===== config.mk =====
export PLATFORM = sky130hd
export DESIGN_NAME = cldi_detector
export DESIGN_NICKNAME = d
export VERILOG_FILES = /design/src/pkg/cldi_pkg.sv /design/src/pkg/cldi_stage_if.sv /design/src/rtl/cldi_detector.sv /design/src/rtl/cldi_stage.sv
export VERILOG_INCLUDE_DIRS = /design/src /design/src/pkg
export SDC_FILE = /design/constraint.sdc
export NUM_CORES = 2
export LEC_CHECK = 0
export BUFFER_PORTS_ARGS = -buffer_cell sky130_fd_sc_hd__buf_2
export CORE_ASPECT_RATIO = 0.6
export CORE_MARGIN = 8
export CORE_UTILIZATION = 40
export DETAILED_ROUTE_END_ITERATION = 12
export GPL_TIMING_DRIVEN = 0
export HOLD_SLACK_MARGIN = 0.06
export REMOVE_ABC_BUFFERS = 1
export SETUP_SLACK_MARGIN = 0.5
export SLEW_MARGIN = 20
export SYNTH_ARGS = -nofsm -noshare
export SYNTH_HDL_FRONTEND = slang
export SYNTH_SLANG_ARGS = --single-unit

===== constraint.sdc =====
create_clock -name i_ref_clk -period 8.1 [get_ports i_ref_clk]
set_input_delay 1.62 -clock i_ref_clk [delete_from_list [all_inputs] [get_ports i_ref_clk]]
set_output_delay 1.62 -clock i_ref_clk [all_outputs]
set_load 0.005 [all_outputs]

===== src/pkg/cldi_defines.svh =====
`ifndef CLDI_DEFINES_SVH
`define CLDI_DEFINES_SVH

// Fixed transition window between leaving idle and reaching pick-up.
`define CLDI_RISE_WINDOW_MS     80
// Period of the measurement tick from the front end, in microseconds.
`define CLDI_TICK_PERIOD_US     10000
// Rise window in ticks; a longest time, so it rounds down.
`define CLDI_RISE_TICKS         ((`CLDI_RISE_WINDOW_MS * 1000) / `CLDI_TICK_PERIOD_US)
// Ticks in one second, used to turn the maximum active time into ticks.
`define CLDI_TICKS_PER_SEC      (1000000 / `CLDI_TICK_PERIOD_US)
// Ticks in one full power cycle (20 ms at 50 Hz).
`define CLDI_CYCLE_TICKS        2
// Reset values of the settings; idle and pick-up are Q8.8 multiples of nominal.
`define CLDI_IDLE_RST           16'h0020
`define CLDI_PICKUP_RST         16'h0180
`define CLDI_MAX_TIME_RST       16'h0001
`define CLDI_HARM_THR_RST       8'h14
// Fraction bits of the relative thresholds and currents.
`define CLDI_REL_FRAC           8

`endif


===== src/pkg/cldi_pkg.sv =====
package cldi_pkg;

  // Reported status of one detection function.
  typedef enum logic [1:0] {
    CLDI_INACTIVE,
    CLDI_START,
    CLDI_TRIP
  } cldi_status_t;

  // Arming sequence shared by cold load and inrush.
  typedef enum logic [1:0] {
    CLDI_UNARMED,
    CLDI_ARMED,
    CLDI_RISING,
    CLDI_ENGAGED
  } cldi_arm_t;

endpackage


===== src/pkg/cldi_stage_if.sv =====
`timescale 1ns/1ps
interface cldi_stage_if
  import cldi_pkg::*;
#(
  parameter int TW = 32
);
  logic               tick;
  logic               start;
  logic               keep;
  logic [TW-1:0]      max_ticks;
  logic               active;
  cldi_status_t       status;

  modport ctrl  (output tick, output start, output keep, output max_ticks,
                 input active, input status);
  modport stage (input tick, input start, input keep, input max_ticks,
                 output active, output status);
endinterface


===== src/rtl/cldi_detector.sv =====
`timescale 1ns/1ps
`include "cldi_defines.svh"
// Notes on behaviour
// - Arm after all phases below idle; signal when pick-up reached within 80 ms.
// - Cold-load stays active until maximum time expires or current drops below pick-up.
// - Inrush needs the same idle-then-rise plus a phase harmonic ratio over threshold.
// - A zero harmonic threshold makes inrush behave exactly like cold load.
// - Inrush starts on the rise; after one cycle it continues only once a phase harmonic ratio has exceeded the threshold.
// - No activation if current never dropped below idle before rising.
// - Lingering between idle and pick-up over 80 ms abandons; re-arm needs idle again.
// - Each function reports inactive, start or trip status.
// - Supervised current is the largest of the three phase magnitudes.
// - Detection outputs are routable to output matrix and blocking matrix.
// - Thresholds relative to nominal, time in seconds; changes need the password.
// - Idle and pick-up thresholds are also shown in primary amperes.
module cldi_detector
  import cldi_pkg::*;
#(
  parameter int CW          = 16,
  parameter int HW          = 8,
  parameter int TW          = 32,
  parameter int RISE_TICKS  = `CLDI_RISE_TICKS,
  parameter int CYCLE_TICKS = `CLDI_CYCLE_TICKS,
  parameter int TICKS_PER_S = `CLDI_TICKS_PER_SEC
) (
  input  wire logic          i_ref_clk,
  input  wire logic          i_resetn,
  input  wire logic          i_meas_tick,
  input  wire logic [CW-1:0] i_phase_current_a,
  input  wire logic [CW-1:0] i_phase_current_b,
  input  wire logic [CW-1:0] i_phase_current_c,
  input  wire logic [HW-1:0] i_harm_ratio_a,
  input  wire logic [HW-1:0] i_harm_ratio_b,
  input  wire logic [HW-1:0] i_harm_ratio_c,
  input  wire logic [CW-1:0] i_nominal_primary_a,
  input  wire logic          i_password_ok,
  input  wire logic          i_set_we,
  input  wire logic [CW-1:0] i_set_idle,
  input  wire logic [CW-1:0] i_set_pickup,
  input  wire logic [15:0]   i_set_max_active_time,
  input  wire logic [HW-1:0] i_set_second_harmonic_threshold,
  input  wire logic [3:0]    i_route_en,
  output logic [CW-1:0]      o_max_phase_current,
  output logic [CW-1:0]      o_idle_primary,
  output logic [CW-1:0]      o_pickup_primary,
  output logic [CW-1:0]      o_idle_setting,
  output logic [CW-1:0]      o_pickup_setting,
  output logic [15:0]        o_max_active_time,
  output logic [HW-1:0]      o_second_harmonic_threshold,
  output cldi_status_t       o_cold_load_status,
  output cldi_status_t       o_inrush_status,
  output logic               o_cold_load,
  output logic               o_inrush,
  output logic               o_out_matrix_cold_load,
  output logic               o_out_matrix_inrush,
  output logic               o_block_matrix_cold_load,
  output logic               o_block_matrix_inrush
);

  localparam int RCW = $clog2(RISE_TICKS + 2);
  localparam int YCW = $clog2(CYCLE_TICKS + 2);
  localparam logic [RCW-1:0] RISE_LIM  = RCW'(RISE_TICKS);
  localparam logic [YCW-1:0] CYCLE_LIM = YCW'(CYCLE_TICKS);

  logic [CW-1:0]  idle_r;
  logic [CW-1:0]  pickup_r;
  logic [15:0]    max_time_r;
  logic [HW-1:0]  harm_thr_r;
  logic [CW-1:0]  imax_r;
  logic           imax_vld_r;
  logic [CW-1:0]  idle_prim_r;
  logic [CW-1:0]  pickup_prim_r;
  logic [TW-1:0]  max_ticks_r;
  cldi_arm_t      arm_r;
  logic [RCW-1:0] rise_cnt_r;
  logic [YCW-1:0] cycle_cnt_r;
  logic           harm_seen_r;
  logic [2:0]     harm_over;
  logic [HW-1:0]  harm_ph [3];
  logic [CW-1:0]  imax_nxt;
  logic           all_idle;
  logic           above_pickup;
  logic           trigger;
  logic           harm_ok;
  logic           in_first_cycle;

  cldi_stage_if #(.TW(TW)) cold_if ();
  cldi_stage_if #(.TW(TW)) inr_if ();

  // Settings change only with the password; a write without it is dropped.
  always_ff @(posedge i_ref_clk or negedge i_resetn) begin
    if (!i_resetn) begin
      idle_r     <= CW'(`CLDI_IDLE_RST);
      pickup_r   <= CW'(`CLDI_PICKUP_RST);
      max_time_r <= `CLDI_MAX_TIME_RST;
      harm_thr_r <= HW'(`CLDI_HARM_THR_RST);
    end else if (i_set_we && i_password_ok) begin
      idle_r     <= i_set_idle;
      pickup_r   <= i_set_pickup;
      max_time_r <= i_set_max_active_time;
      harm_thr_r <= i_set_second_harmonic_threshold;
    end
  end

  // Largest phase magnitude is the supervised value.
  always_comb begin
    imax_nxt = i_phase_current_a;
    if (i_phase_current_b > imax_nxt) imax_nxt = i_phase_current_b;
    if (i_phase_current_c > imax_nxt) imax_nxt = i_phase_current_c;
  end

  // The supervised value is sampled on the tick so all decisions see one snapshot.
  // The valid flag stops the zero reset value from passing for an idle sample.
  always_ff @(posedge i_ref_clk or negedge i_resetn) begin
    if (!i_resetn) begin
      imax_r     <= '0;
      imax_vld_r <= 1'b0;
    end else if (i_meas_tick) begin
      imax_r     <= imax_nxt;
      imax_vld_r <= 1'b1;
    end
  end

  // Primary scaling; the product is kept wide and truncated after the shift.
  always_ff @(posedge i_ref_clk or negedge i_resetn) begin
    if (!i_resetn) begin
      idle_prim_r   <= '0;
      pickup_prim_r <= '0;
      max_ticks_r   <= '0;
    end else begin
      idle_prim_r   <= CW'((32'(idle_r) * 32'(i_nominal_primary_a)) >> `CLDI_REL_FRAC);
      pickup_prim_r <= CW'((32'(pickup_r) * 32'(i_nominal_primary_a)) >> `CLDI_REL_FRAC);
      max_ticks_r   <= TW'(32'(max_time_r) * 32'(TICKS_PER_S));
    end
  end

  // Per-phase second-harmonic comparison.
  assign harm_ph[0] = i_harm_ratio_a;
  assign harm_ph[1] = i_harm_ratio_b;
  assign harm_ph[2] = i_harm_ratio_c;
  for (genvar p = 0; p < 3; p++) begin : g_harm
    assign harm_over[p] = harm_ph[p] > harm_thr_r;
  end

  assign all_idle     = imax_vld_r && (imax_r < idle_r);
  assign above_pickup = imax_r >= pickup_r;
  // A rise only counts from the armed states, so never-idle current cannot start.
  assign trigger = i_meas_tick && above_pickup &&
                   (arm_r == CLDI_ARMED || arm_r == CLDI_RISING);

  // Arming sequence: idle arms, a prompt rise triggers, a slow one is abandoned.
  always_ff @(posedge i_ref_clk or negedge i_resetn) begin
    if (!i_resetn) begin
      arm_r <= CLDI_UNARMED;
    end else if (i_meas_tick) begin
      unique case (arm_r)
        CLDI_UNARMED: if (all_idle) arm_r <= CLDI_ARMED;
        CLDI_ARMED: begin
          if (above_pickup) arm_r <= CLDI_ENGAGED;
          else if (!all_idle) arm_r <= CLDI_RISING;
        end
        CLDI_RISING: begin
          if (above_pickup) arm_r <= CLDI_ENGAGED;
          else if (all_idle) arm_r <= CLDI_ARMED;
          else if (rise_cnt_r >= RISE_LIM) arm_r <= CLDI_UNARMED;
        end
        // Once both functions have ended, a fresh idle period is needed.
        CLDI_ENGAGED: begin
          if (!cold_if.active && !inr_if.active && !above_pickup) begin
            arm_r <= all_idle ? CLDI_ARMED : CLDI_UNARMED;
          end
        end
      endcase
    end
  end

  // Rise timer in ticks, restarted by every idle sample.
  always_ff @(posedge i_ref_clk or negedge i_resetn) begin
    if (!i_resetn) begin
      rise_cnt_r <= '0;
    end else if (i_meas_tick) begin
      if (all_idle || arm_r != CLDI_RISING) rise_cnt_r <= '0;
      else if (rise_cnt_r < RISE_LIM) rise_cnt_r <= rise_cnt_r + 1'b1;
    end
  end

  // Counts the first power cycle after the rise; harmonics are unreliable before.
  always_ff @(posedge i_ref_clk or negedge i_resetn) begin
    if (!i_resetn) begin
      cycle_cnt_r <= '0;
      harm_seen_r <= 1'b0;
    end else if (trigger) begin
      cycle_cnt_r <= '0;
      harm_seen_r <= 1'b0;
    end else if (i_meas_tick && inr_if.active) begin
      if (cycle_cnt_r < CYCLE_LIM) cycle_cnt_r <= cycle_cnt_r + 1'b1;
      if (cycle_cnt_r + 1'b1 >= CYCLE_LIM && |harm_over) harm_seen_r <= 1'b1;
    end
  end

  assign in_first_cycle = cycle_cnt_r < CYCLE_LIM;
  // Zero threshold disables the harmonic condition entirely.
  assign harm_ok = (harm_thr_r == '0) || in_first_cycle ||
                   harm_seen_r || (|harm_over);

  // Stage controls; both start on the same rise.
  assign cold_if.tick      = i_meas_tick;
  assign cold_if.start     = trigger;
  assign cold_if.keep      = above_pickup;
  assign cold_if.max_ticks = max_ticks_r;
  assign inr_if.tick       = i_meas_tick;
  assign inr_if.start      = trigger;
  assign inr_if.keep       = above_pickup && harm_ok;
  assign inr_if.max_ticks  = max_ticks_r;

  cldi_stage #(.TW(TW)) u_cold (
    .i_ref_clk (i_ref_clk),
    .i_resetn  (i_resetn),
    .sif       (cold_if.stage)
  );

  cldi_stage #(.TW(TW)) u_inrush (
    .i_ref_clk (i_ref_clk),
    .i_resetn  (i_resetn),
    .sif       (inr_if.stage)
  );

  // Observed values and settings for display.
  assign o_max_phase_current         = imax_r;
  assign o_idle_primary              = idle_prim_r;
  assign o_pickup_primary            = pickup_prim_r;
  assign o_idle_setting              = idle_r;
  assign o_pickup_setting            = pickup_r;
  assign o_max_active_time           = max_time_r;
  assign o_second_harmonic_threshold = harm_thr_r;
  assign o_cold_load_status          = cold_if.status;
  assign o_inrush_status             = inr_if.status;
  assign o_cold_load                 = cold_if.active;
  assign o_inrush                    = inr_if.active;

  // Matrix routing; bit 0/1 output matrix, bit 2/3 blocking matrix.
  assign o_out_matrix_cold_load   = cold_if.active && i_route_en[0];
  assign o_out_matrix_inrush      = inr_if.active && i_route_en[1];
  assign o_block_matrix_cold_load = cold_if.active && i_route_en[2];
  assign o_block_matrix_inrush    = inr_if.active && i_route_en[3];

endmodule


===== src/rtl/cldi_stage.sv =====
`timescale 1ns/1ps
module cldi_stage
  import cldi_pkg::*;
#(
  parameter int TW = 32
) (
  input  wire logic   i_ref_clk,
  input  wire logic   i_resetn,
  cldi_stage_if.stage sif
);

  logic [TW-1:0] elapsed_r;
  cldi_status_t  status_r;

  // Start holds while the keep condition stands; the max time turns it into trip.
  always_ff @(posedge i_ref_clk or negedge i_resetn) begin
    if (!i_resetn) begin
      status_r <= CLDI_INACTIVE;
    end else begin
      unique case (status_r)
        CLDI_INACTIVE: if (sif.start) status_r <= CLDI_START;
        CLDI_START: begin
          if (!sif.keep) status_r <= CLDI_INACTIVE;
          else if (sif.tick && elapsed_r + 1'b1 >= sif.max_ticks) begin
            status_r <= CLDI_TRIP;
          end
        end
        // Trip is shown until the condition that raised it has gone.
        CLDI_TRIP: if (!sif.keep) status_r <= CLDI_INACTIVE;
      endcase
    end
  end

  // Elapsed ticks since start; cleared whenever the stage is not running.
  always_ff @(posedge i_ref_clk or negedge i_resetn) begin
    if (!i_resetn) begin
      elapsed_r <= '0;
    end else if (status_r != CLDI_START) begin
      elapsed_r <= '0;
    end else if (sif.tick) begin
      elapsed_r <= elapsed_r + 1'b1;
    end
  end

  assign sif.status = status_r;
  assign sif.active = (status_r == CLDI_START);

endmodule


-- After elaboration in Yosys (flattened, before gate mapping)
Cells that the tools add are included.
- $lt $le $gt $ge: 13
- mux-type cells: 32
- eq/ne operators: 20
- reductions and logical operators: 40
- multipliers: 3
- add/subtract/negate cells: 4
- operators with widths (cell ; number):
    $mux W32 ; 4
    $add A32 B1 Y32 const B ; 2
    $ge A32 B23 Y1 ; 2
    $mul A16 B16 Y24 ; 2
    $mux W2 ; 17
    $gt A16 B16 Y1 ; 2
    $mux W16 ; 2
    $gt A8 B8 Y1 ; 3
    $mul A16 B5 Y21 const B ; 1
    $ge A16 B16 Y1 ; 1
    $lt A16 B16 Y1 ; 1
    $logic_and A1 B1 Y1 ; 15
    $ne A2 B2 Y1 const B ; 7
    $pmux W2 S3 ; 2
    $reduce_bool A2 Y1 ; 6
    $eq A2 B2 Y1 const B ; 4
    $logic_not A8 Y1 ; 1
    $mux W4 ; 2
    $pmux W2 S4 ; 1
    $eq A2 B1 Y1 const B ; 3
    $logic_not A2 Y1 ; 3
    $ne A3 B3 Y1 const B ; 2
    $reduce_and A2 Y1 ; 3
    $reduce_and A3 Y1 ; 2
    other kinds (14) ; 24
- logic and storage cells: 129
- output and inout port bits: 114
- bits in registers: 203

-- Depth between registers and ports, before layout
- depth in word-level cells: 7
- gate-level depth with buffers: 25

-- Cells and area by module
A second synthesis with hierarchy kept.
- cells, all modules: 3121
- area total of the unflattened synthesis: 28419.8 µm²
- modules (own cells, without submodules) (module ; instances ; seq. area each (µm²) ; area each (µm²) ; cells each):
    cldi_detector ; 1 ; 3385.7 ; 22208.8 ; 2377
    cldi_stage ; 2 ; 850.8 ; 3105.5 ; 372

-- Worst setup path before layout
Ideal clock, no wire load.
- kind: input -> register
- from: input i_nominal_primary_a[9]
- to: register pickup_prim_r[15], in the netlist o_pickup_primary[15]
- setup time: 80 ps
- cell stages on the path: 22
- buffers on the path: 2
- arrival: 7384 ps
- setup slack: 636 ps
- cell sequence: clkbuf_1 clkbuf_1 nand2_1 fa_1 fa_1 inv_1 ha_1 inv_1 fa_1 fa_1 fa_1 inv_1 ha_1 a21o_1 or4_1 nor2_1 o41ai_1 a41o_1 o41ai_1 o21bai_1 a21oi_1 xnor2_1
- longest elaborated chain between the ends: 1
- RTL lines (what ; RTL line ; RTL):
    start: declaration ; cldi_detector.sv:35 ; input wire logic [CW-1:0] i_nominal_primary_a,
    $mul A16 B16 Y24 ; cldi_detector.sv:132 ; pickup_prim_r <= CW'((32'(pickup_r) * 32'(i_nominal_primary_a)) >> `CLDI_REL_FRAC);
    end signal: assignment ; cldi_detector.sv:132 ;
    end: declaration ; cldi_detector.sv:72 ; logic [CW-1:0] pickup_prim_r;
No other way between the ends.
A chain may end at the register's enable or synchronous reset.

-- Worst setup path in the final report
- from: input i_nominal_primary_a[5]
- to: register pickup_prim_r[15], in the netlist o_pickup_primary[15]
Same word-level chain as after synthesis.

==> flow_summary.json <==
{
  "status": "completed",
  "router_iterations_before_antenna_repair": 5,
  "relSlewSlack": 0.243,
  "routed_via_density": 4.91,
  "row_count": 74,
  "detailroute.via_count": 19900,
  "required_ns": 8.57,
  "tritoncts_num_sinks": 203,
  "path_class": "input port to register",
  "achievable-frequency_mhz": 136,
  "worst-slew-pin-transition_ns": 1.13,
  "synth_enable_flop_cells": 0,
  "pin_count_of_the_biggest_net_entering_global_routing": 91,
  "path_cells": "buf_6 > nand2_1 > fa_1 > fa_1 > inv_1 > fa_1 > inv_1 > fa_1 > fa_1 > fa_1 > inv_1 > ha_1 > a21o_1 > or4_1 > nor2_2 > o41ai_2 > a41o_1 > o41ai_4 > o21bai_1 > a21oi_1 > xnor2_1",
  "worst_setup_path_end_kind": "register",
  "yosysUniqueCellTypes": 69,
  "root_buffer": "sky130_fd_sc_hd__clkbuf_16",
  "slew_violations": 0,
  "ioPinCount": 267,
  "rsz_0062_raised_after_global_routing": "no",
  "critical_path.max_fanout": 32,
  "setup.reg_to_reg.worst_slack_ns": 1.07,
  "cts_tree": "yes",
  "fin_nets": 3958,
  "drt_first_iter_violations": 1123,
  "slowest_stage": "sky130_fd_sc_hd__fa_1",
  "timing.final.hold_violations": 0,
  "maxCapViolations": 0,
  "crit_arrival_ns": 7.80,
  "grt_first_pass_wirelength_um": 119000,
  "synthArstFlopShare": 1.00,
  "cts_resized": 15,
  "antenna_violations_before_repair": 2,
  "finalSetupTns_ns": 0,
  "start_util": 0.403,
  "synth.avg_cell_area_um2": 9.24,
  "clk_pin_slew_worst_paths_ns": 0.06,
  "setup_viol_count_final": 0,
  "placeableCoreArea_mm2": 0.0678,
  "crit_buf_inv": 4,
  "overflow": 0,
  "ys.flop_type": "sky130_fd_sc_hd__dfrtp_1",
  "post-route-period-util": 0.905,
  "dpl-instance-area_mm2": 0.0295,
  "synth_top_area_share": 0.253,
  "critical_path.max_stage_delay_ns": 0.55,
  "cts.htree.levels": 1,
  "seq_area_frac_synth": 0.186,
  "detail_route.wirelength_um": 72300,
  "area_growth_syn_to_layout_pct": 11.1,
  "hold_slack_ns": 0.439,
  "synthTopCellsByCount": "sky130_fd_sc_hd__inv_1 (567), sky130_fd_sc_hd__nand2_1 (352), sky130_fd_sc_hd__fa_1 (345)",
  "post_cts_hold_buffer_count": 0,
  "dpl.hpwl_um": 56000,
  "number_of_buffers_inserted_during_clock_tree_synthesis": 25,
  "drt.antenna.violating_nets": 0,
  "die_w_um": 353,
  "post_synth_main_area_contributors": "sky130_fd_sc_hd__fa_1 (25%), sky130_fd_sc_hd__dfrtp_1 (18%), sky130_fd_sc_hd__ha_1 (15%), sky130_fd_sc_hd__inv_1 (7.8%), sky130_fd_sc_hd__and2_1 (6.1%)",
  "post-route-min-period_ns": 7.33,
  "synth_area_leader_cell": "sky130_fd_sc_hd__fa_1",
  "clkLatencyLatePin_ns": 0.56,
  "design_area_mm2": 0.0304,
  "post-cts-setup-buffers": 0,
  "post_route_cells_drive_above_1_share": 0.128,
  "die-height_um": 218,
  "drc": 0,
  "die_area_mm2": 0.0772,
  "avgRoutedWirePerCell_um": 17.8,
  "grt_use_total": 0.192,
  "yosysMostFrequentCell": "sky130_fd_sc_hd__inv_1",
  "portBuffers": 266,
  "syn-cell-area_mm2": 0.0273,
  "worstSetupStartpointType": "input port",
  "path_delay_family": "adder cells",
  "clockBufferDepth": 3,
  "finalWeightedCongestion": 0.817,
  "yosys_warnings": 0,
  "setup_skew_ns": 0.0194,
  "postSynthCellCount": 2956,
  "timing.hold.worst.class": "register to register",
  "crit_path_frequent_cell": "sky130_fd_sc_hd__fa_1",
  "postSynthRegisterBits": 203,
  "first_global_vias": 21000
}
-- path summary, 6_finish.rpt --
check | startpoint | end | cells after the start
max | i_nominal_primary_a[5] | o_pickup_primary[15] | 21
min | o_max_active_time[0] | cold_if.max_ticks[2] | 0
max reg2reg | o_pickup_setting[6] | o_pickup_primary[15] | 20
min reg2reg | o_max_active_time[0] | cold_if.max_ticks[2] | 0
max in group asynchronous | i_resetn | o_max_active_time[0] | 2
min in group asynchronous | i_resetn | o_idle_setting[1] | 1
-- cell type report --
type	count	area [um2]
diodes	1	2.50
clock buffers	36	717
clock inverters	9	86.3
fillers	6735	37400
inverters	567	2130
multi-input cells	2062	19700
flip-flops and latches	203	5090
well taps	912	1140
repair buffers	271	1510
-- per-layer routing --
layer | GRT usage | wire length, um | vias up
met3 | 0.0397 | 4880 | 72
met2 | 0.259 | 26900 | 540
met4 | 0.0359 | 1370 | 2
met1 | 0.309 | 39100 | 9702
li1 | - | - | 9610
met5 | 0 | 7 | -
-- kinds of logic (layout without fill, tap and decap cells) --
group / after synthesis / count (layout) / synth area share
AND/OR/NAND/NOR: 888 / 888 / 0.165
buffers and inverters: 691 / 883 / 0.0955
adder cells (fa/ha/maj): 675 / 675 / 0.404
AO/OA/AOI/OAI: 245 / 245 / 0.0618
flip-flops: 203 / 203 / 0.186
XOR/XNOR: 173 / 173 / 0.0555
multiplexers: 81 / 81 / 0.0324
other: 0 / 1 / 0
-- cells in the final DEF, fill, tap and decap left out, drive strengths merged, types with 4 or more instances in the layout --
| cell | n |
|---|---|
| a211oi | 10 |
| a21boi | 8 |
| a21o | 39 |
| a21oi | 49 |
| a221oi | 4 |
| a31oi | 8 |
| and2 | 268 |
| and3 | 26 |
| and4 | 8 |
| buf | 271 |
| clkbuf | 36 |
| clkinv | 4 |
| dfrtp | 197 |
| dfstp | 6 |
| fa | 345 |
| ha | 330 |
| inv | 569 |
| mux2 | 60 |
| mux2i | 21 |
| nand2 | 352 |
| nand2b | 15 |
| nand3 | 48 |
| nand4 | 33 |
| nor2 | 62 |
| nor2b | 26 |
| nor3 | 19 |
| nor4 | 8 |
| o21a | 21 |
| o21ai | 42 |
| o21bai | 4 |
| o221ai | 17 |
| o22ai | 4 |
| o31ai | 6 |
| o41ai | 4 |
| or2 | 5 |
| or3 | 12 |
| xnor2 | 136 |
| xor2 | 37 |
-- registers in the layout, summed over array words and instances, names as in the netlist --
name,flops
o_second_harmonic_threshold,8
cycle_cnt_r,2
arm_r,2
o_max_phase_current,16
cold_if.max_ticks,21
o_pickup_setting,16
u_inrush.elapsed_r,32
o_idle_primary,16
o_max_active_time,16
imax_vld_r,1
u_inrush.sif.status,2
u_cold.elapsed_r,32
u_cold.sif.status,2
o_idle_setting,16
rise_cnt_r,4
harm_seen_r,1
o_pickup_primary,16
-- through the flow --
stage,std cells,worst slack [ns],utilization
finish,4061,0.769,0.448
global route,4061,0.518,0.448
CTS,4060,0.509,0.447
detailed placement,4015,-0.719,0.435
global placement,4010,-0.674,0.432
floorplan,2832,0.955,-
Power is left out: the tool's default activity adds up to more than one toggle a clock period on the data nets, which glitch-free logic cannot reach.
